$ cat config.mk
export PLATFORM = sky130hd
export DESIGN_NAME = mcsel_top
export DESIGN_NICKNAME = d
export VERILOG_FILES = /design/src/hw/mcsel_pkg.sv /design/src/hw/mcsel_freq_meter.sv /design/src/hw/mcsel_top.sv
export VERILOG_INCLUDE_DIRS = /design/src /design/src/hw
export SDC_FILE = /design/constraint.sdc
export NUM_CORES = 1
export LEC_CHECK = 0
export BUFFER_PORTS_ARGS = -buffer_cell sky130_fd_sc_hd__buf_4
export CAP_MARGIN = 20
export CORE_UTILIZATION = 40
export CTS_BUF_LIST = sky130_fd_sc_hd__clkbuf_16
export DETAILED_ROUTE_END_ITERATION = 8
export SYNTH_ARGS = -nofsm -noshare
export SYNTH_HDL_FRONTEND = slang
export SYNTH_SLANG_ARGS = --single-unit
$ cat constraint.sdc
create_clock -name clk_sys_in -period 4.8 [get_ports clk_sys_in]
set_clock_uncertainty 0.15 [all_clocks]
set_input_delay 0.48 -clock clk_sys_in [delete_from_list [all_inputs] [get_ports clk_sys_in]]
set_output_delay 0.48 -clock clk_sys_in [all_outputs]
set_load 0.05 [all_outputs]
$ cat src/hw/mcsel_cfg.svh
// Register offsets, field positions, reset values and timing counts of the
// main clock selector. Included by the meter and top design files; definitions only.
`ifndef MCSEL_CFG_SVH
`define MCSEL_CFG_SVH

// Byte offsets on the register bus.
`define MCSEL_OFF_OSC_CFG    5'h00
`define MCSEL_OFF_FREQ       5'h04
`define MCSEL_OFF_PLL_CFG    5'h08
`define MCSEL_OFF_MCK_CFG    5'h0c
`define MCSEL_OFF_STATUS     5'h10
`define MCSEL_OFF_MASK       5'h14

// Main oscillator configuration fields.
`define MCSEL_RC_EN_BIT      0
`define MCSEL_RC_FREQ_LO     1
`define MCSEL_XT_EN_BIT      3
`define MCSEL_XT_CNT_LO      8
`define MCSEL_SEL_BIT        16

// Frequency counter fields.
`define MCSEL_FREQ_RDY_BIT   16
`define MCSEL_FREQ_RST_BIT   20

// PLL and main clock configuration fields.
`define MCSEL_PLL_DIV_LO     0
`define MCSEL_PLL_CNT_LO     8
`define MCSEL_PLL_MUL_LO     16
`define MCSEL_MCK_HALVE_BIT  0

// Status and mask bit positions.
`define MCSEL_ST_XT_STABLE   0
`define MCSEL_ST_PLL_READY   1
`define MCSEL_ST_SEL_DONE    3
`define MCSEL_ST_RC_STABLE   4
`define MCSEL_ST_MEAS_READY  5

// Reset values.
`define MCSEL_RST_RC_EN      1'b1
`define MCSEL_RST_RC_FREQ    2'h0

// Timing counts.
`define MCSEL_RC_SETTLE      4'h4
`define MCSEL_XT_PRESCALE    3'h7
`define MCSEL_MEAS_PERIODS   5'h10

`endif

$ cat src/hw/mcsel_pkg.sv
// Types shared by the main clock selector design files.
// Assumes the constants of mcsel_cfg.svh are included where needed.
package mcsel_pkg;

   typedef enum logic [2:0] {
      MCSEL_SW_RUN   = 3'b001,
      MCSEL_SW_DRAIN = 3'b010,
      MCSEL_SW_ARM   = 3'b100
   } mcsel_sw_state_t;

endpackage

$ cat src/hw/mcsel_freq_meter.sv
// Main clock frequency meter: counts main clock rising edges over a fixed
// number of slow clock periods. Edge pulses arrive in the system clock domain.
`timescale 1ns/100ps
`include "mcsel_cfg.svh"
module mcsel_freq_meter (
   input  wire logic        clk_sys_in,
   input  wire logic        rst_in,
   input  wire logic        start_in,
   input  wire logic        main_rise_in,
   input  wire logic        slow_rise_in,
   input  wire logic        slow_fall_in,
   output logic [15:0]      count_out,
   output logic             ready_out
);
   logic       pend_reg;
   logic       run_reg;
   logic [4:0] falls_reg;

   wire last_fall = slow_fall_in &&
                    (falls_reg == `MCSEL_MEAS_PERIODS - 5'h01);

   always_ff @(posedge clk_sys_in or posedge rst_in) begin
      if (rst_in) begin
         pend_reg  <= 1'b0;
         run_reg   <= 1'b0;
         falls_reg <= 5'h00;
         count_out <= 16'h0000;
         ready_out <= 1'b0;
      end else if (start_in) begin
         pend_reg  <= 1'b1;
         run_reg   <= 1'b0;
         ready_out <= 1'b0;
      end else if (pend_reg && slow_rise_in) begin
         pend_reg  <= 1'b0;
         run_reg   <= 1'b1;
         falls_reg <= 5'h00;
         count_out <= 16'h0000;
      end else if (run_reg) begin
         if (main_rise_in) begin
            count_out <= count_out + 16'h0001;
         end
         if (slow_fall_in) begin
            falls_reg <= falls_reg + 5'h01;
         end
         if (last_fall) begin
            run_reg   <= 1'b0;
            ready_out <= 1'b1;
         end
      end
   end
endmodule

$ cat src/hw/mcsel_top.sv
// Main clock source selection, frequency meter and PLL control with an
// Avalon-MM register slave. Oscillator, slow and PLL clocks arrive as
// signals that are oversampled by the 50 MHz system clock.
//
// Our own choices: the Avalon-MM interface to the registers and the register addresses.
`timescale 1ns/100ps
`include "mcsel_cfg.svh"
module mcsel_top (
   input  wire logic        clk_sys_in,
   input  wire logic        rst_in,
   input  wire logic [4:0]  avs_address_in,
   input  wire logic        avs_read_in,
   input  wire logic        avs_write_in,
   input  wire logic [31:0] avs_writedata_in,
   input  wire logic [3:0]  avs_byteenable_in,
   output logic [31:0]      avs_readdata_out,
   output logic             avs_waitrequest_out,
   input  wire logic        slow_clock_in,
   input  wire logic        fast_rc_clk_in,
   input  wire logic        crystal_clk_in,
   input  wire logic        pll_clock_in,
   input  wire logic        wait_mode_in,
   output logic             main_clock_out,
   output logic             pll_ref_clock_out,
   output logic             pll_clock_out,
   output logic             pll_enable_out,
   output logic [10:0]      pll_feedback_factor_out,
   output logic [7:0]       pll_divider_out,
   output logic             fast_rc_enable_out,
   output logic [1:0]       fast_rc_freq_select_out,
   output logic             crystal_osc_enable_out,
   output logic             irq_out
);
   function automatic logic [31:0] be_merge(input logic [31:0] old_w,
                                            input logic [31:0] new_w,
                                            input logic [3:0]  be);
      logic [31:0] m;
      m = old_w;
      for (int i = 0; i < 4; i++) begin
         if (be[i]) begin
            m[i*8 +: 8] = new_w[i*8 +: 8];
         end
      end
      return m;
   endfunction

   function automatic logic rise(input logic now_v, input logic old_v);
      return now_v & ~old_v;
   endfunction

   // Synchronisers: bit 0 slow, 1 RC, 2 crystal, 3 PLL.
   logic [3:0] s1_reg;
   logic [3:0] s2_reg;
   logic [3:0] s3_reg;

   logic        sel_reg;
   logic        cur_sel_reg;
   logic [7:0]  xt_cnt_reg;
   logic [7:0]  xt_left_reg;
   logic [2:0]  xt_pre_reg;
   logic        xt_stable_reg;
   logic [3:0]  rc_left_reg;
   logic        rc_stable_reg;
   logic [5:0]  pcnt_reg;
   logic [5:0]  lock_left_reg;
   logic        lock_reg;
   logic [7:0]  pdiv_cnt_reg;
   logic        half_reg;
   logic        halve_reg;
   logic [5:0]  mask_reg;
   logic        rcs_d_reg;
   logic        xts_d_reg;
   logic        sel_d_reg;
   mcsel_pkg::mcsel_sw_state_t sw_reg;
   mcsel_pkg::mcsel_sw_state_t sw_next;
   logic [15:0] meas_count;
   logic        meas_ready;

   // Bus decode.
   wire req   = avs_read_in | avs_write_in;
   wire do_wr = avs_write_in & ~avs_waitrequest_out;
   wire a_osc = avs_address_in == `MCSEL_OFF_OSC_CFG;
   wire a_frq = avs_address_in == `MCSEL_OFF_FREQ;
   wire a_pll = avs_address_in == `MCSEL_OFF_PLL_CFG;
   wire a_mck = avs_address_in == `MCSEL_OFF_MCK_CFG;
   wire a_st  = avs_address_in == `MCSEL_OFF_STATUS;
   wire a_msk = avs_address_in == `MCSEL_OFF_MASK;

   wire sel_done = (sw_reg == mcsel_pkg::MCSEL_SW_RUN) &&
                   (cur_sel_reg == sel_reg);
   wire [5:0] status = {meas_ready, rc_stable_reg, sel_done, 1'b0,
                        lock_reg, xt_stable_reg};

   wire [31:0] osc_word = {15'h0000, sel_reg, xt_cnt_reg, 4'h0,
                           crystal_osc_enable_out,
                           fast_rc_freq_select_out, fast_rc_enable_out};
   wire [31:0] frq_word = {15'h0000, meas_ready, meas_count};
   wire [31:0] pll_word = {5'h00, pll_feedback_factor_out, 2'h0, pcnt_reg,
                           pll_divider_out};
   wire [31:0] rd_word  = a_osc ? osc_word :
                          a_frq ? frq_word :
                          a_pll ? pll_word :
                          a_mck ? {31'h00000000, halve_reg} :
                          a_st  ? {26'h0000000, status} :
                          a_msk ? {26'h0000000, mask_reg} : 32'h00000000;
   wire [31:0] wm = be_merge(rd_word, avs_writedata_in, avs_byteenable_in);

   wire wr_osc = do_wr & a_osc;
   wire wr_pll = do_wr & a_pll;

   // Oscillator configuration next values; wait mode forces the RC source.
   wire       rc_en_n   = wait_mode_in | (wr_osc ? wm[`MCSEL_RC_EN_BIT]
                                                 : fast_rc_enable_out);
   wire [1:0] rc_frq_n  = wr_osc ? wm[`MCSEL_RC_FREQ_LO +: 2]
                                 : fast_rc_freq_select_out;
   wire       xt_en_n   = wr_osc ? wm[`MCSEL_XT_EN_BIT]
                                 : crystal_osc_enable_out;
   wire       sel_n     = ~wait_mode_in & (wr_osc ? wm[`MCSEL_SEL_BIT]
                                                  : sel_reg);
   wire rc_restart = (rc_frq_n != fast_rc_freq_select_out) |
                     rise(rc_en_n, fast_rc_enable_out);
   wire xt_restart = rise(xt_en_n, crystal_osc_enable_out);

   // PLL configuration next values.
   wire [7:0]  div_n  = wr_pll ? wm[`MCSEL_PLL_DIV_LO +: 8] : pll_divider_out;
   wire [10:0] mul_n  = wr_pll ? wm[`MCSEL_PLL_MUL_LO +: 11]
                               : pll_feedback_factor_out;
   wire [5:0]  pcnt_n = wr_pll ? wm[`MCSEL_PLL_CNT_LO +: 6] : pcnt_reg;
   wire        pll_on_n = (|mul_n) | (|div_n);
   wire pll_restart = pll_on_n & ((div_n != pll_divider_out) |
                      (mul_n != pll_feedback_factor_out) |
                      ~pll_enable_out);

   // Slow clock events.
   wire slow_rise = rise(s2_reg[0], s3_reg[0]);
   wire slow_fall = rise(s3_reg[0], s2_reg[0]);
   wire xt_tick   = slow_rise && (xt_pre_reg == `MCSEL_XT_PRESCALE);

   // Glitch-free main clock switch.
   wire src_cur  = cur_sel_reg ? s2_reg[2] : s2_reg[1];
   wire tgt_rise = sel_reg ? rise(s2_reg[2], s3_reg[2])
                           : rise(s2_reg[1], s3_reg[1]);
   wire cur_rise = cur_sel_reg ? rise(s2_reg[2], s3_reg[2])
                               : rise(s2_reg[1], s3_reg[1]);
   wire rc_hold  = ~cur_sel_reg & ~rc_stable_reg;
   // A pulse only starts on a source rising edge and then follows the source
   // down, so neither a switch nor a hold can shorten it.
   wire main_n   = main_clock_out ? src_cur :
                   (cur_rise & ~rc_hold &
                    (sw_reg == mcsel_pkg::MCSEL_SW_RUN));
   wire main_rise = rise(main_n, main_clock_out);

   always_comb begin
      sw_next = sw_reg;
      unique case (sw_reg)
         mcsel_pkg::MCSEL_SW_RUN: begin
            if (sel_reg != cur_sel_reg) begin
               sw_next = mcsel_pkg::MCSEL_SW_DRAIN;
            end
         end
         mcsel_pkg::MCSEL_SW_DRAIN: begin
            if (!main_clock_out) begin
               sw_next = mcsel_pkg::MCSEL_SW_ARM;
            end
         end
         mcsel_pkg::MCSEL_SW_ARM: begin
            if (tgt_rise) begin
               sw_next = mcsel_pkg::MCSEL_SW_RUN;
            end
         end
      endcase
   end

   // PLL input divider and output halving.
   wire [7:0] pdiv_wrap = pll_divider_out - 8'h01;
   wire [7:0] pdiv_cnt_n = !main_rise ? pdiv_cnt_reg :
                           (pdiv_cnt_reg >= pdiv_wrap) ? 8'h00 :
                           pdiv_cnt_reg + 8'h01;
   wire ref_lvl = (pll_divider_out == 8'h00) ? 1'b0 :
                  (pll_divider_out == 8'h01) ? main_n :
                  (pdiv_cnt_n < {1'b0, pll_divider_out[7:1]});
   // The reference only rises with the main clock, so a divider write in
   // mid-period cannot start a short pulse.
   wire ref_n = pll_ref_clock_out ? ref_lvl : (ref_lvl & main_rise);
   wire pll_rise = rise(s2_reg[3], s3_reg[3]);
   wire pll_n = (pll_divider_out != 8'h00) & pll_enable_out &
                (halve_reg ? half_reg : s2_reg[3]);

   wire meas_start = (do_wr & a_frq & wm[`MCSEL_FREQ_RST_BIT]) |
                     (rc_stable_reg & ~rcs_d_reg & ~cur_sel_reg) |
                     (xt_stable_reg & ~xts_d_reg & cur_sel_reg) |
                     (sel_reg ^ sel_d_reg);

   mcsel_freq_meter u_meter (
      .clk_sys_in   (clk_sys_in),
      .rst_in       (rst_in),
      .start_in     (meas_start),
      .main_rise_in (main_rise),
      .slow_rise_in (slow_rise),
      .slow_fall_in (slow_fall),
      .count_out    (meas_count),
      .ready_out    (meas_ready)
   );

   // Bus slave: one wait cycle, then the answer for one cycle.
   always_ff @(posedge clk_sys_in or posedge rst_in) begin
      if (rst_in) begin
         avs_waitrequest_out <= 1'b1;
         avs_readdata_out    <= 32'h00000000;
      end else begin
         avs_waitrequest_out <= ~(req & avs_waitrequest_out);
         if (avs_read_in & avs_waitrequest_out) begin
            avs_readdata_out <= rd_word;
         end
      end
   end

   always_ff @(posedge clk_sys_in or posedge rst_in) begin
      if (rst_in) begin
         s1_reg <= 4'h0;
         s2_reg <= 4'h0;
         s3_reg <= 4'h0;
      end else begin
         s1_reg <= {pll_clock_in, crystal_clk_in, fast_rc_clk_in,
                    slow_clock_in};
         s2_reg <= s1_reg;
         s3_reg <= s2_reg;
      end
   end

   // Configuration registers.
   always_ff @(posedge clk_sys_in or posedge rst_in) begin
      if (rst_in) begin
         fast_rc_enable_out      <= `MCSEL_RST_RC_EN;
         fast_rc_freq_select_out <= `MCSEL_RST_RC_FREQ;
         crystal_osc_enable_out  <= 1'b0;
         xt_cnt_reg              <= 8'h00;
         sel_reg                 <= 1'b0;
         pll_divider_out         <= 8'h00;
         pll_feedback_factor_out <= 11'h000;
         pcnt_reg                <= 6'h00;
         pll_enable_out          <= 1'b0;
         halve_reg               <= 1'b0;
         mask_reg                <= 6'h00;
      end else begin
         fast_rc_enable_out      <= rc_en_n;
         fast_rc_freq_select_out <= rc_frq_n;
         crystal_osc_enable_out  <= xt_en_n;
         sel_reg                 <= sel_n;
         pll_divider_out         <= div_n;
         pll_feedback_factor_out <= mul_n;
         pcnt_reg                <= pcnt_n;
         pll_enable_out          <= pll_on_n;
         if (wr_osc) begin
            xt_cnt_reg <= wm[`MCSEL_XT_CNT_LO +: 8];
         end
         if (do_wr & a_mck) begin
            halve_reg <= wm[`MCSEL_MCK_HALVE_BIT];
         end
         if (do_wr & a_msk) begin
            mask_reg <= wm[5:0];
         end
      end
   end

   // Fast RC settle counter on slow clock cycles.
   always_ff @(posedge clk_sys_in or posedge rst_in) begin
      if (rst_in) begin
         rc_left_reg   <= `MCSEL_RC_SETTLE;
         rc_stable_reg <= 1'b0;
      end else if (!rc_en_n || rc_restart) begin
         rc_left_reg   <= `MCSEL_RC_SETTLE;
         rc_stable_reg <= 1'b0;
      end else if (!rc_stable_reg && slow_rise) begin
         if (rc_left_reg == 4'h0) begin
            rc_stable_reg <= 1'b1;
         end else begin
            rc_left_reg <= rc_left_reg - 4'h1;
         end
      end
   end

   // Crystal start-up counter on slow clock divided by eight.
   always_ff @(posedge clk_sys_in or posedge rst_in) begin
      if (rst_in) begin
         xt_left_reg   <= 8'h00;
         xt_pre_reg    <= 3'h0;
         xt_stable_reg <= 1'b0;
      end else if (!xt_en_n || xt_restart) begin
         xt_left_reg   <= wr_osc ? wm[`MCSEL_XT_CNT_LO +: 8] : xt_cnt_reg;
         xt_pre_reg    <= 3'h0;
         xt_stable_reg <= 1'b0;
      end else if (!xt_stable_reg) begin
         if (slow_rise) begin
            xt_pre_reg <= xt_pre_reg + 3'h1;
         end
         if (xt_tick) begin
            if (xt_left_reg == 8'h00) begin
               xt_stable_reg <= 1'b1;
            end else begin
               xt_left_reg <= xt_left_reg - 8'h01;
            end
         end
      end
   end

   // PLL lock counter on slow clock cycles.
   always_ff @(posedge clk_sys_in or posedge rst_in) begin
      if (rst_in) begin
         lock_left_reg <= 6'h00;
         lock_reg      <= 1'b0;
      end else if (!pll_on_n || pll_restart) begin
         lock_left_reg <= pcnt_n;
         lock_reg      <= 1'b0;
      end else if (!lock_reg && slow_rise) begin
         if (lock_left_reg == 6'h00) begin
            lock_reg <= 1'b1;
         end else begin
            lock_left_reg <= lock_left_reg - 6'h01;
         end
      end
   end

   // Clock outputs, switch state and interrupt.
   always_ff @(posedge clk_sys_in or posedge rst_in) begin
      if (rst_in) begin
         sw_reg            <= mcsel_pkg::MCSEL_SW_RUN;
         cur_sel_reg       <= 1'b0;
         main_clock_out    <= 1'b0;
         pdiv_cnt_reg      <= 8'h00;
         pll_ref_clock_out <= 1'b0;
         half_reg          <= 1'b0;
         pll_clock_out     <= 1'b0;
         rcs_d_reg         <= 1'b0;
         xts_d_reg         <= 1'b0;
         sel_d_reg         <= 1'b0;
         irq_out           <= 1'b0;
      end else begin
         sw_reg         <= sw_next;
         main_clock_out <= main_n;
         if (sw_reg == mcsel_pkg::MCSEL_SW_ARM && tgt_rise) begin
            cur_sel_reg <= sel_reg;
         end
         pdiv_cnt_reg <= pdiv_cnt_n;
         pll_ref_clock_out <= ref_n;
         if (pll_rise) begin
            half_reg <= ~half_reg;
         end
         pll_clock_out <= pll_n;
         rcs_d_reg     <= rc_stable_reg;
         xts_d_reg     <= xt_stable_reg;
         sel_d_reg     <= sel_reg;
         irq_out       <= |(status & mask_reg);
      end
   end
endmodule

# After elaboration in Yosys (flattened, before gate mapping)
# Cells that the tools add are included.
[totals] regBits=159 out_inout_bits=61
[op_classes] order_cmp=2 add_sub_neg=8 reduce_logical=46 bitwise_logic=59 eq_ne=24 muxes=71
[ops] cell="$mux W8" n=11
[ops] cell="$mux W27" n=3
[ops] cell="$mux W16" n=3
[ops] cell="$mux W6" n=7
[ops] cell="$mux W1" n=31
[ops] cell="$and A1 B1 Y1" n=29
[ops] cell="$reduce_bool A2 Y1" n=12
[ops] cell="$mux W3" n=7
[ops] cell="$not A1 Y1" n=19
[ops] cell="$add A16 B1 Y16 const B" n=1
[ops] cell="$logic_not A8 Y1" n=2
[ops] cell="$sub A8 B1 Y8 const B" n=2
[ops] cell="$eq A5 B4 Y1 const B" n=3
[ops] cell="$mux W5" n=3
[ops] cell="$reduce_and A3 Y1" n=5
[ops] cell="$mux W4" n=3
[ops] cell="$ne A2 B2 Y1 const B" n=6
[ops] cell="$mux W11" n=1
[ops] cell="$ne A11 B11 Y1" n=1
[ops] cell="$reduce_or A11 Y1" n=1
[ops] cell="$eq A5 B5 Y1 const B" n=2
[ops] cell="$reduce_and A2 Y1" n=5
[ops] cell="$or A1 B1 Y1" n=9
[ops] cell="$pmux W3 S3" n=1
[ops] cell="other kinds (29)" n=43

# Longest topological paths before layout
# Gate-level depths: netlist of the first run.
[logic_depth] word_depth=16 depth_mapped=20 ltp_nobuf=20

# By module
# Synthesis of the first run repeated with hierarchy kept, for this count alone.
[unflattened] hier_cells=880 area_unflattened_um2=8518.2
[modules_own_cells] module="mcsel_top" area_per_inst_um2=7310.8 seq_area_each_um2=3258.1 instances=1 cells_each=756
[modules_own_cells] module="mcsel_freq_meter" area_per_inst_um2=1207.4 seq_area_each_um2=600.6 instances=1 cells_each=124

# Least setup slack after synthesis of the first run
# OpenSTA, ideal clock, no wires.
[synth_path] kind="register -> register" startpoint="reg pll_divider_out[3]" endpoint="reg pll_ref_clock_out" stages_incl_launch_ff=20 synth_period_minus_slack_ns=4.057 t_required_ns=4.567 setup_time_ns=0.083 arrival_ns=3.824 slack_ns=0.743 cell_sequence="dfrtp_1 clkbuf_1 nor2_1 and4_1 xnor2_1 ha_1 a2111oi_0 o21a_1 nor2_1 o21ai_0 nand2_1 o21ai_0 ha_1 a21o_1 a21oi_1 nor2b_1 o21ai_0 o2111ai_1 a311o_1 o21ai_0"
[synth_via] elab_chain_len=9 word_cells_on_any_way=11
[synth_rtl] element="start, declared" line_no="mcsel_top.sv:28" text="output logic [7:0] pll_divider_out,"
[synth_rtl] element="start signal, assigned" line_no="mcsel_top.sv:250" text="pll_divider_out <= div_n;"
[synth_rtl] element="$sub A8 B1 Y8 *" line_no="mcsel_top.sv:175" text="wire [7:0] pdiv_wrap = pll_divider_out - 8'h01;"
[synth_rtl] element="$ge A8 B8 Y1 *" line_no="mcsel_top.sv:177" text="(pdiv_cnt_reg >= pdiv_wrap) ? 8'h00 :"
[synth_rtl] element="$mux W8 *" line_no="mcsel_top.sv:177"
[synth_rtl] element="$mux W8 *" line_no="mcsel_top.sv:176" text="wire [7:0] pdiv_cnt_n = !main_rise ? pdiv_cnt_reg :"
[synth_rtl] element="named net pdiv_cnt_n[3]" line_no="mcsel_top.sv:176"
[synth_rtl] element="$lt A8 B7 Y1 *" line_no="mcsel_top.sv:181" text="(pdiv_cnt_n < {1'b0, pll_divider_out[7:1]});"
[synth_rtl] element="$mux W1 *" line_no="mcsel_top.sv:180" text="(pll_divider_out == 8'h01) ? main_n :"
[synth_rtl] element="$mux W1 *" line_no="mcsel_top.sv:179" text="wire ref_lvl = (pll_divider_out == 8'h00) ? 1'b0 :"
[synth_rtl] element="$and A1 B1 Y1" line_no="mcsel_top.sv:184" text="wire ref_n = pll_ref_clock_out ? ref_lvl : (ref_lvl & main_rise);"
[synth_rtl] element="$mux W1 *" line_no="mcsel_top.sv:184"
[synth_rtl] element="named net ref_n" line_no="mcsel_top.sv:184"
[synth_rtl] element="end signal, assigned" line_no="mcsel_top.sv:345" text="pll_ref_clock_out <= ref_n;"
[synth_rtl] element="end, declared" line_no="mcsel_top.sv:24" text="output logic pll_ref_clock_out,"
# Mark *: on every way through the listed nets, which the timed path passes. The rest lies on a longest branch.
# A chain may end at the register's enable or synchronous reset.

# Final worst setup path of the first run
# Ends and elaborated chain as after synthesis.

==> reports/metrics.csv, run 1 <==
stage;metric;value;unit
timing;Tcrit/Tclk final;0.866;
finish;Largest register FFs;27;
finish;filler cell count in the final layout;1825;
synth;synth warn;0;
power_and_ir_drop;Sw Ratio;0.313;
synth;mux contribution to synthesized area;0.0647;
critical_path;CP startpoint;pll_divider_out[3];
critical_path;CP Capture Type;register;
power_and_ir_drop;clock share of power;0.354;
finish;fraction of layout cells with a size suffix above 1;0.204;
cts;post-cts repair resize count;0;
power_and_ir_drop;power share of the sequential group;0.419;
timing;Final Max Slew Viols;0;
finish;multi-input logic area;0.00400;sq mm
placed_design;Post-Place Cell Area;0.00915;sq mm
finish;area occupied by registers;0.00386;sq mm
finish;Nets;1011;
critical_path;startpoint types;register;
grt;largest net degree at the start of global routing;75;
floorplan;Cell Rows;51;
critical_path;CP Data Required Time;4.99;ns
critical_path;worst-path fanout max;9;
timing;# setup viols final;0;
finish;Largest regs;avs_readdata_out: 27 flops, u_meter.count_out: 16 flops, pll_feedback_factor_out: 11 flops;
critical_path;Crit Path Class;register to register;
floorplan;Initial Util;0.413;
grt;initial antenna violation count;1;
synth;post-synthesis adder-cell area fraction;0.0415;
detailed_routing;Final ANT Viol Nets;0;
grt;first-pass GRT wire length;32.9;mm
cts;clk sinks;154;
synth;Synth cell types;67;
critical_path;r2r startpoint;pll_divider_out[3];
power_and_ir_drop;Pleak;4.57;nW
status;status;finished with violations;
floorplan;die area;0.0209;sq mm
floorplan;Core ar.;0.0197;sq mm
timing;Final TNS setup;0;ns
timing;slew margin rel.;0.502;
synth;sequential area share after synthesis;0.474;
synth;top_reg_cell synth;dfrtp_1;
floorplan;# IOs;111;
finish;Layout area overhead;20.0;%
power_and_ir_drop;PD cells;401;mW/mm^2
grt;global-route usage over all layers;0.209;
detailed_routing;Routed WL;20.9;mm
detailed_routing;Vias/cell;5.32;
synth;largest cells by area after synthesis;dfrtp_1 46%, mux2_2 4.6%, nand2_1 4.6%;
synth;Avg Synthesized Cell Area;9.72;sq um
grt;grt ovf;0;
power_and_ir_drop;Psw;1.22;mW
floorplan;die width;145;microns
synth;Post-Synthesis Cells;838;
floorplan;Die H;145;microns
detailed_routing;DR pass1 iterations;5;
grt;number of global-route vias before repair;6079;
placed_design;Placer Congestion;0.878;
detailed_routing;DRT iter0 DRCs;410;
timing;Final Critical Period;4.16;ns
synth;most area-hungry cell type in the Yosys netlist;dfrtp_1;
flow_run;max-cap viol count;0;
power_and_ir_drop;Peak VDD IR;189;uV
cts;Root Buffer;clkbuf_16;
cts;H-tree levels;4;
finish;commonest non-fill, non-tap cell in the layout;dfrtp_1;
finish;# diodes;0;
synth;main combinational cell family by area after synthesis;simple AND/OR/NAND/NOR gates;
finish;most frequent cells in the layout;150 x dfrtp_1, 111 x buf_4, 99 x nand2_1;
critical_path;crit path DAT;4.35;ns
timing;RSZ-0062 raised after global routing;false;
synth;Yosys top cell area share;0.461;
min_path;HP Class;input pin to asynchronous set/reset pin;
status;failing checks;negative hold slack;
synth;share of synthesized registers carrying an async set or reset;1.00;
finish;design area;0.00977;sq mm
timing;Tightest Pin Transition;0.740;ns
timing;Max Clk Rate;0.241;GHz
cts;clock tree buffer depth;2;
power_and_ir_drop;Int Pwr;2.69;mW
finish;fin util;0.495;
synth;Synth Area in XOR/XNOR;0.0581;
synth;#FFs+latches synth;154;
cts;CTS tree;done;
detailed_routing;Avg WL per Cell;17.2;microns
timing;worst hold margin;-0.00484;ns
placed_design;PortBufs;100;
detailed_routing;via count;6447;
cts;Clock Pin Slew Worst Setup and Hold Paths;0.06;ns
timing;Fin. Hold Viols;2;
cts;Worst-Skew Late Latency;0.42;ns
cts;CTS Buf Count;17;
finish;Reg with most FFs;avs_readdata_out;
synth;area share of and/or/nand/nor cells after synthesis;0.181;
synth;Post-synth EDFFs;0;
detailed_routing;DRC;0;
synth;Mapped Area;0.00814;sq mm
synth;Synth Area in Compound Gates;0.142;
placed_design;HPWL Detailed;15.3;mm
power_and_ir_drop;Comb power frac;0.228;
==> cells in the mapped netlist (all sizes together) (5+ instances only) <==
library cell and number:
dfrtp 150, nand2 100, nor2 78, o21ai 71
a21oi 45, mux2 40, inv 32, clkbuf 30
xnor2 29, ha 27, xor2 25, nor3 16
nand3 14, nor4 12, nand2b 11, nand4 11
a21o 10, buf 10, or3 9, a22o 8
a22oi 8, or4 8, a31oi 6, and3 6
and2 5, and4 5, mux2i 5, nor2b 5
o31ai 5
==> per-layer routing <==
layer  track usage  vias up  routed length, microns
met2         0.318      162                    9360
li1              -     3151                       -
met5             0        -                      17
met4        0.0637        2                     286
met3        0.0464       26                    1070
met1         0.296     3106                   10100
==> final cells by class <==
type                            count  area share
Timing Repair Buffer              113      0.0873
Inverter                           33      0.0132
Clock buffer                       17      0.0435
Tap cell                          265      0.0339
Multi-Input combinational cell    615       0.410
Sequential cell                   154       0.395
Clock inverter                     15      0.0174
==> power by group through the flow <==
stage                     Combinational, mW  Clock, mW  Sequential [mW]
after global routing                  0.996       1.47             1.66
after detailed placement              0.891          0             1.66
final                                 0.891       1.38             1.64
after floorplan                       0.549          0             1.73
after global placement                0.879          0             1.66
after CTS                             0.898       1.42             1.64
==> critical path: stages (launching register included) <==
cell and delay, ns:
dfrtp_1 0.51, nor2_1 0.21, nand3_1 0.16, nor4_1 0.27
xnor2_1 0.11, ha_1 0.20, a2111oi_0 0.39, o21a_1 0.25
nor2_1 0.12, o21ai_0 0.18, nand2_1 0.06, o21ai_0 0.13
ha_1 0.31, a21o_1 0.18, a21oi_1 0.14, nor2b_1 0.06
o21ai_0 0.15, o2111ai_1 0.12, a311o_1 0.32, o21ai_0 0.07
==> stage by stage <==
| step | hold WS, ns | std cells | setup WS [ns] | power (mW) |
|---|---|---|---|---|
| 2_1_floorplan | 0.181 | 842 | 0.0268 | 2.28 |
| 3_3_place_gp | 0.184 | 1178 | 0.711 | 2.54 |
| 3_5_place_dp | 0.185 | 1178 | 0.688 | 2.55 |
| 4_1_cts | 0.00199 | 1212 | 0.661 | 3.95 |
| 5_1_grt | 0.000274 | 1212 | 0.189 | 4.13 |
| 6_report | -0.00484 | 1212 | 0.642 | 3.92 |
==> repair_timing <==
action | 4_1_cts | 5_1_grt
buffers inserted | 0 | 0
hold buffers | 2 | 0
hold endpoints to repair | 2 | 0
==> worst paths after layout <==
path,endpoint,slack [ns],cells after the start
min in group clk_sys_in,s1_reg[1],0.02,1
max in group asynchronous,avs_waitrequest_out,3.47,3
hold / removal,s1_reg[2],-0.005,2
setup reg to reg,pll_ref_clock_out,0.64,19
setup / recovery,pll_ref_clock_out,0.64,19
hold reg to reg,s2_reg[3],0.19,0
==> cell families (layout without fill, tap and decap cells) <==
kind of cell,count (synthesis),in the layout
flops,154,154
buf+inv,73,178
simple gates,295,295
other cells,1,5
xor+xnor,54,54
fa+ha+maj,27,27
mux,45,45
compound gates,189,189
Power figures use the tool's default switching activity.
==> run 2, diff against run 1 <==
==> constraint.sdc (replaced) <==
create_clock -name clk_sys_in -period 4.8 [get_ports clk_sys_in]
set_clock_uncertainty 0.15 [all_clocks]
set_input_delay 0.24 -clock clk_sys_in [delete_from_list [all_inputs] [get_ports clk_sys_in]]
set_output_delay 0.24 -clock clk_sys_in [all_outputs]
set_load 0.05 [all_outputs]
==> run 2 against run 1 <==
The flow now finishes without violations; non-clock buffer count up 22; clock-buffer cell count unchanged; critical path depth shrank 1; sequential share of layout area fell by 0.91 points; critical path type unchanged; sequential power hardly changed; power increased by 0.43%; first-iteration DRC count increased by 2.2%; critical endpoint unchanged; worst hold slack better by 0.046 ns; largest cell class unchanged; flip-flop and latch count did not move.
==> reports/metrics.csv, run 2 (synthesized netlist as in run 1, its figures left out) <==
stage;metric;value;unit;change
critical_path;CP Capture Type;register;;
grt;largest net degree at the start of global routing;92;;+23%
cts;clock tree buffer depth;2;;unchanged
critical_path;Crit Path Class;register to register;;
timing;worst setup margin;0.673;ns;+0.0305 ns
finish;Nets;1033;;+2.2%
min_path;HP Class;input pin to register;;
timing;Final TNS setup;0;ns;unchanged
placed_design;Inst Count DP;1176;;-0.17%
finish;Layout area overhead;22.8;%;
floorplan;Core ar.;0.0197;sq mm;unchanged
status;status;finished, final reports clean;;
min_path;hold depth;3;;
timing;# setup viols final;0;;unchanged
critical_path;CP Data Required Time;5.00;ns;about the same
timing;RSZ-0062 raised after global routing;false;;
finish;Final Non-Filler Cells;1234;;+1.8%
finish;Largest regs;avs_readdata_out: 27 flops, u_meter.count_out: 16 flops, pll_feedback_factor_out: 11 flops;;
cts;CTS Buf Count;17;;unchanged
placed_design;dpl ws;0.738;ns;+0.0506 ns
power_and_ir_drop;total power draw;3.93;mW;+0.43%
finish;fraction of layout cells with a size suffix above 1;0.202;;-0.00153
floorplan;die area;0.0209;sq mm;unchanged
grt;gr busiest metal;met2;;
critical_path;Worst R2R Path Depth;18;;-1
cts;clk sinks;154;;unchanged
detailed_routing;Vias/cell;5.33;;+0.23%
placed_design;HPWL Detailed;15.3;mm;+0.48%
detailed_routing;DRT iter0 DRCs;419;;+2.2%
finish;most frequent cells in the layout;150 x dfrtp_1, 109 x buf_4, 99 x nand2_1;;
timing;Final Max Slew Viols;0;;unchanged
timing;slew margin rel.;0.437;;-0.0655
detailed_routing;via count;6579;;+2.0%
finish;Reg with most FFs;avs_readdata_out;;
cts;post-cts repair resize count;0;;unchanged
power_and_ir_drop;Pleak;4.64;nW;+1.4%
grt;grt ovf;0;;unchanged
finish;filler cell count in the final layout;1827;;+0.11%
floorplan;die width;145;microns;unchanged
detailed_routing;DRC;0;;unchanged
floorplan;Die H;145;microns;unchanged
floorplan;# IOs;111;;unchanged
timing;Max Clk Rate;0.242;GHz;+0.74%
critical_path;worst-path fanout max;8;;-1
detailed_routing;Routed WL;21.1;mm;+1.3%
finish;# diodes;0;;unchanged
detailed_routing;Final ANT Viol Nets;0;;unchanged
timing;Final Critical Period;4.13;ns;-0.0305 ns
placed_design;PortBufs;100;;unchanged
cts;Root Buffer;clkbuf_16;;
finish;commonest non-fill, non-tap cell in the layout;dfrtp_1;;
timing;worst hold margin;0.0410;ns;+0.0458 ns
grt;global-route usage over all layers;0.215;;+0.00569
cts;Clock Pin Slew Worst Setup and Hold Paths;0.06;ns;about the same
timing;Tightest Pin Transition;0.845;ns;+0.105 ns
critical_path;crit path DAT;4.33;ns;-0.02 ns
timing;Tcrit/Tclk final;0.860;;-0.00635
floorplan;Cell Rows;51;;unchanged
cts;CTS tree;done;;
finish;Largest register FFs;27;;unchanged
flow_run;max-cap viol count;0;;unchanged
grt;number of global-route vias before repair;6318;;+3.9%
grt;met1 usage;0.301;;+0.00508
detailed_routing;DR pass1 iterations;5;;unchanged
grt;Global Route met2 Usage;0.326;;+0.00860
placed_design;Placer Congestion;0.852;;-3.1%
power_and_ir_drop;Peak VDD IR;218;uV;+15%
detailed_routing;Avg WL per Cell;17.1;microns;-0.54%
timing;Fin. Hold Viols;0;;-2
cts;Post-CTS Setup Bufs;0;;unchanged
cts;Worst-Skew Late Latency;0.43;ns;about the same
cts;H-tree levels;4;;unchanged
power_and_ir_drop;PD cells;393;mW/mm^2;-1.9%
floorplan;Initial Util;0.413;;unchanged
critical_path;startpoint types;register;;
grt;met3 Usage GRT;0.0546;;+0.00823
grt;initial antenna violation count;2;;+1
grt;first-pass GRT wire length;33.9;mm;+3.0%
[run 2: cell types whose count changed in the layout (fill, tap and decap cells not counted), sizes merged]
cell,delta
dlygate4sd3,+24
clkinvlp,+4
buf,-2
bufinv,-1
inv,-1
clkinv,-2
[run 2: path summary, 6_finish.rpt]
kind / startpoint / slack [ns] / endpoint
max: pll_divider_out[0] / 0.67 / pll_ref_clock_out
max in group asynchronous: rst_in / 3.13 / sw_reg[0]
min reg2reg: s1_reg[1] / 0.19 / s2_reg[1]
min: avs_writedata_in[7] / 0.04 / pll_divider_out[7]
max reg2reg: pll_divider_out[0] / 0.67 / pll_ref_clock_out
min in group asynchronous: rst_in / 0.39 / rc_left_reg[0]
[run 2: repair_timing]
action                                  4_1_cts  5_1_grt
hold buffers                                 26        0
hold endpoints to repair                    113        0
endpoints found under the setup margin        0        0
[run 2: layout make-up]
class                           count  area (sq um)  share of cell area
Clock buffer                       17           425              0.0425
Timing Repair Buffer              135          1080               0.108
Multi-Input combinational cell    615          4000               0.400
Sequential cell                   154          3860               0.386
Clock inverter                     15           176              0.0176
Inverter                           33           129              0.0129
Tap cell                          265           332              0.0332
[run 2: worst max-delay path, cell delays in order (launching register included)]
cell and delay [ns]:
dfrtp_1 0.54, inv_1 0.19, and4_1 0.26, xnor2_1 0.13, ha_1 0.29, a2111oi_0 0.40
o21a_1 0.26, nor2_1 0.12, o21ai_0 0.18, nand2_1 0.07, o21ai_0 0.11, ha_1 0.29
a21o_1 0.18, a21oi_1 0.14, nor2b_1 0.06, o21ai_0 0.16, o2111ai_1 0.12, a311o_1 0.32
o21ai_0 0.07
[run 2: stage by stage]
step | util | instance area, sq um
3_3_place_gp | 0.463 | 9140
4_1_cts | 0.507 | 10000
3_5_place_dp | 0.463 | 9140
5_1_grt | 0.507 | 10000
2_1_floorplan | - | 8160
6_report | 0.507 | 10000
[run 2: layer usage]
metal  wire length [microns]  part of all wire
met1                   10000              0.47
met5                      31            0.0015
met4                     342             0.016
met3                    1230             0.058
met2                    9510              0.45
[run 2: power breakdown]
part	leakage (nW)	total [mW]	switching, mW	internal [mW]
combinational	2.33	0.908	0.532	0.376
sequential	2.02	1.64	0.169	1.47
clock	0.288	1.38	0.565	0.818
==> run 3, diff against run 2 <==
--- a/config.mk
+++ b/config.mk
@@ -8,9 +8,10 @@
 export LEC_CHECK = 0
 export BUFFER_PORTS_ARGS = -buffer_cell sky130_fd_sc_hd__buf_4
 export CAP_MARGIN = 20
-export CORE_UTILIZATION = 40
+export CORE_UTILIZATION = 52
 export CTS_BUF_LIST = sky130_fd_sc_hd__clkbuf_16
 export DETAILED_ROUTE_END_ITERATION = 8
+export PLACE_DENSITY = 0.76
 export SYNTH_ARGS = -nofsm -noshare
 export SYNTH_HDL_FRONTEND = slang
 export SYNTH_SLANG_ARGS = --single-unit
==> run 3 against run 2 <==
Clock power shrank 7%; critical endpoint unchanged; design area down 1.0%; setup slack lost 0.21 ns; global-route usage increased by 5.9 points; first-iteration DRC count rose by 27%; fmax is 4.9% lower; flip-flop and latch count unchanged; critical path depth up 1.
==> reports/metrics.csv, run 3 (synthesized netlist as in run 1, its figures left out) <==
stage;metric;value;unit;change
status;status;finished, final reports clean;;
power_and_ir_drop;clock share of power;0.336;;-0.016
critical_path;worst-path fanout max;9;;+1
detailed_routing;Avg WL per Cell;17.7;microns;+3.3%
placed_design;dpl ws;0.583;ns;-0.156 ns
cts;CTS Buf Count;17;;unchanged
power_and_ir_drop;Sw Ratio;0.324;;+0.00159
grt;global-route usage over all layers;0.273;;+0.0588
flow_run;max-cap viol count;0;;unchanged
critical_path;Crit Path Class;register to register;;
cts;Root Buffer;clkbuf_16;;
floorplan;Cell Rows;45;;-12%
cts;Worst-Skew Late Latency;0.43;ns;about the same
finish;Layout area overhead;21.5;%;
placed_design;HPWL Detailed;14.8;mm;-3.3%
finish;Reg with most FFs;avs_readdata_out;;
cts;hold buffer count at cts;27;;+3.8%
timing;Max Clk Rate;0.230;GHz;-4.9%
power_and_ir_drop;power share of the sequential group;0.428;;+0.011
timing;Final Max Slew Viols;0;;unchanged
floorplan;# IOs;111;;unchanged
critical_path;crit path DAT;4.52;ns;+0.19 ns
critical_path;startpoint types;register;;
finish;Largest regs;avs_readdata_out: 27 flops, u_meter.count_out: 16 flops, pll_feedback_factor_out: 11 flops;;
cts;H-tree levels;4;;unchanged
timing;RSZ-0062 raised after global routing;false;;
detailed_routing;Routed WL;20.9;mm;-1.3%
floorplan;die area;0.0162;sq mm;-23%
detailed_routing;DRC;0;;unchanged
floorplan;Core ar.;0.0153;sq mm;-23%
finish;Nets;1033;;unchanged
timing;Final Critical Period;4.34;ns;+0.213 ns
floorplan;Initial Util;0.534;;+0.121
detailed_routing;DRT iter0 DRCs;532;;+27%
finish;filler cell count in the final layout;1192;;-35%
timing;Tcrit/Tclk final;0.904;;+0.0443
floorplan;Die H;127;microns;-12%
placed_design;Placer Congestion;0.908;;+6.6%
cts;CTS tree;done;;
power_and_ir_drop;Peak VDD IR;307;uV;+41%
finish;commonest non-fill, non-tap cell in the layout;dfrtp_1;;
finish;area occupied by registers;0.00386;sq mm;unchanged
finish;# diodes;0;;unchanged
cts;clk sinks;154;;unchanged
timing;worst setup margin;0.460;ns;-0.213 ns
timing;Tightest Pin Transition;0.777;ns;-0.0678 ns
grt;number of global-route vias before repair;6497;;+2.8%
power_and_ir_drop;Int Pwr;2.61;mW;-2.2%
cts;Clock Pin Slew Worst Setup and Hold Paths;0.06;ns;about the same
finish;Largest register FFs;27;;unchanged
detailed_routing;DR pass1 iterations;5;;unchanged
timing;# setup viols final;0;;unchanged
placed_design;PortBufs;100;;unchanged
cts;post-cts repair resize count;0;;unchanged
finish;fraction of layout cells with a size suffix above 1;0.198;;-0.00413
finish;most frequent cells in the layout;150 x dfrtp_1, 108 x buf_4, 99 x nand2_1;;
finish;multi-input logic area;0.00400;sq mm;unchanged
cts;clock tree buffer depth;2;;unchanged
critical_path;CP Data Required Time;4.98;ns;-0.02 ns
cts;Post-CTS Setup Bufs;0;;unchanged
power_and_ir_drop;Psw;1.25;mW;-1.5%
min_path;HP Class;input pin to register;;
critical_path;CP Capture Type;register;;
power_and_ir_drop;Comb power frac;0.237;;+0.006
detailed_routing;via count;6790;;+3.2%
floorplan;die width;127;microns;-12%
grt;first-pass GRT wire length;33.7;mm;-0.79%
grt;largest net degree at the start of global routing;86;;-6.5%
power_and_ir_drop;Pleak;4.63;nW;-0.14%
timing;Fin. Hold Viols;0;;unchanged
timing;slew margin rel.;0.482;;+0.0452
detailed_routing;Vias/cell;5.75;;+7.9%
power_and_ir_drop;PD cells;389;mW/mm^2;-0.94%
grt;initial antenna violation count;0;;-2
detailed_routing;Final ANT Viol Nets;0;;unchanged
grt;grt ovf;0;;unchanged
timing;Final TNS setup;0;ns;unchanged
run 3: critical path, cell delays in order, from the launching register on:
cell and delay, ns:
dfrtp_1 0.52, nor2_1 0.23, nand3_1 0.15, nor4_1 0.28, xnor2_1 0.11, ha_1 0.20, a2111oi_0 0.40, o21a_1 0.25
nor2_1 0.11, o21ai_0 0.17, nand2_1 0.07, o21ai_0 0.13, ha_1 0.31, a21o_1 0.18, a21oi_1 0.16, nor2b_1 0.06
o21ai_0 0.19, o2111ai_1 0.14, a311o_1 0.33, o21ai_0 0.09
run 3: metal layers:
metal	GRT usage	routed length, microns
met3	0.0511	1110
met5	0	0
met2	0.437	10100
met4	0.127	695
met1	0.363	8960
run 3: through the flow:
stage	power, mW	instance area (sq um)	cells	utilization	hold WS, ns
3_3_place_gp	2.52	9060	1120	0.594	0.184
5_1_grt	4.05	9900	1180	0.649	0.0809
6_report	3.85	9900	1180	0.649	0.0509
2_1_floorplan	2.28	8160	842	-	0.121
4_1_cts	3.86	9890	1179	0.648	0.0328
3_5_place_dp	2.55	9060	1120	0.594	0.187
run 3: cell type report:
cell class,instances,area share
clock buffers,17,0.0430
inverters,33,0.0130
clock inverters,15,0.0139
flip-flops and latches,154,0.390
multi-input cells,615,0.404
repair buffers,135,0.109
well taps,211,0.0267
run 3: worst paths after layout:
check                      slack, ns  depth (start not counted)                         end                 start
max                             0.46                         19           pll_ref_clock_out    pll_divider_out[3]
min reg2reg                     0.20                          0                   s2_reg[2]             s1_reg[2]
max in group asynchronous       3.13                          4           u_meter.ready_out                rst_in
min in group asynchronous       0.38                          3               rc_stable_reg                rst_in
max reg2reg                     0.46                         19           pll_ref_clock_out    pll_divider_out[3]
min                             0.05                          3  pll_feedback_factor_out[8]  avs_writedata_in[24]
run 3: power by group through the flow:
stage / Sequential (mW) / Clock, mW / Combinational (mW)
final: 1.65 / 1.29 / 0.912
after global routing: 1.67 / 1.36 / 1.01
after CTS: 1.65 / 1.31 / 0.908
after detailed placement: 1.67 / 0 / 0.883
after global placement: 1.66 / 0 / 0.859
after floorplan: 1.73 / 0 / 0.549
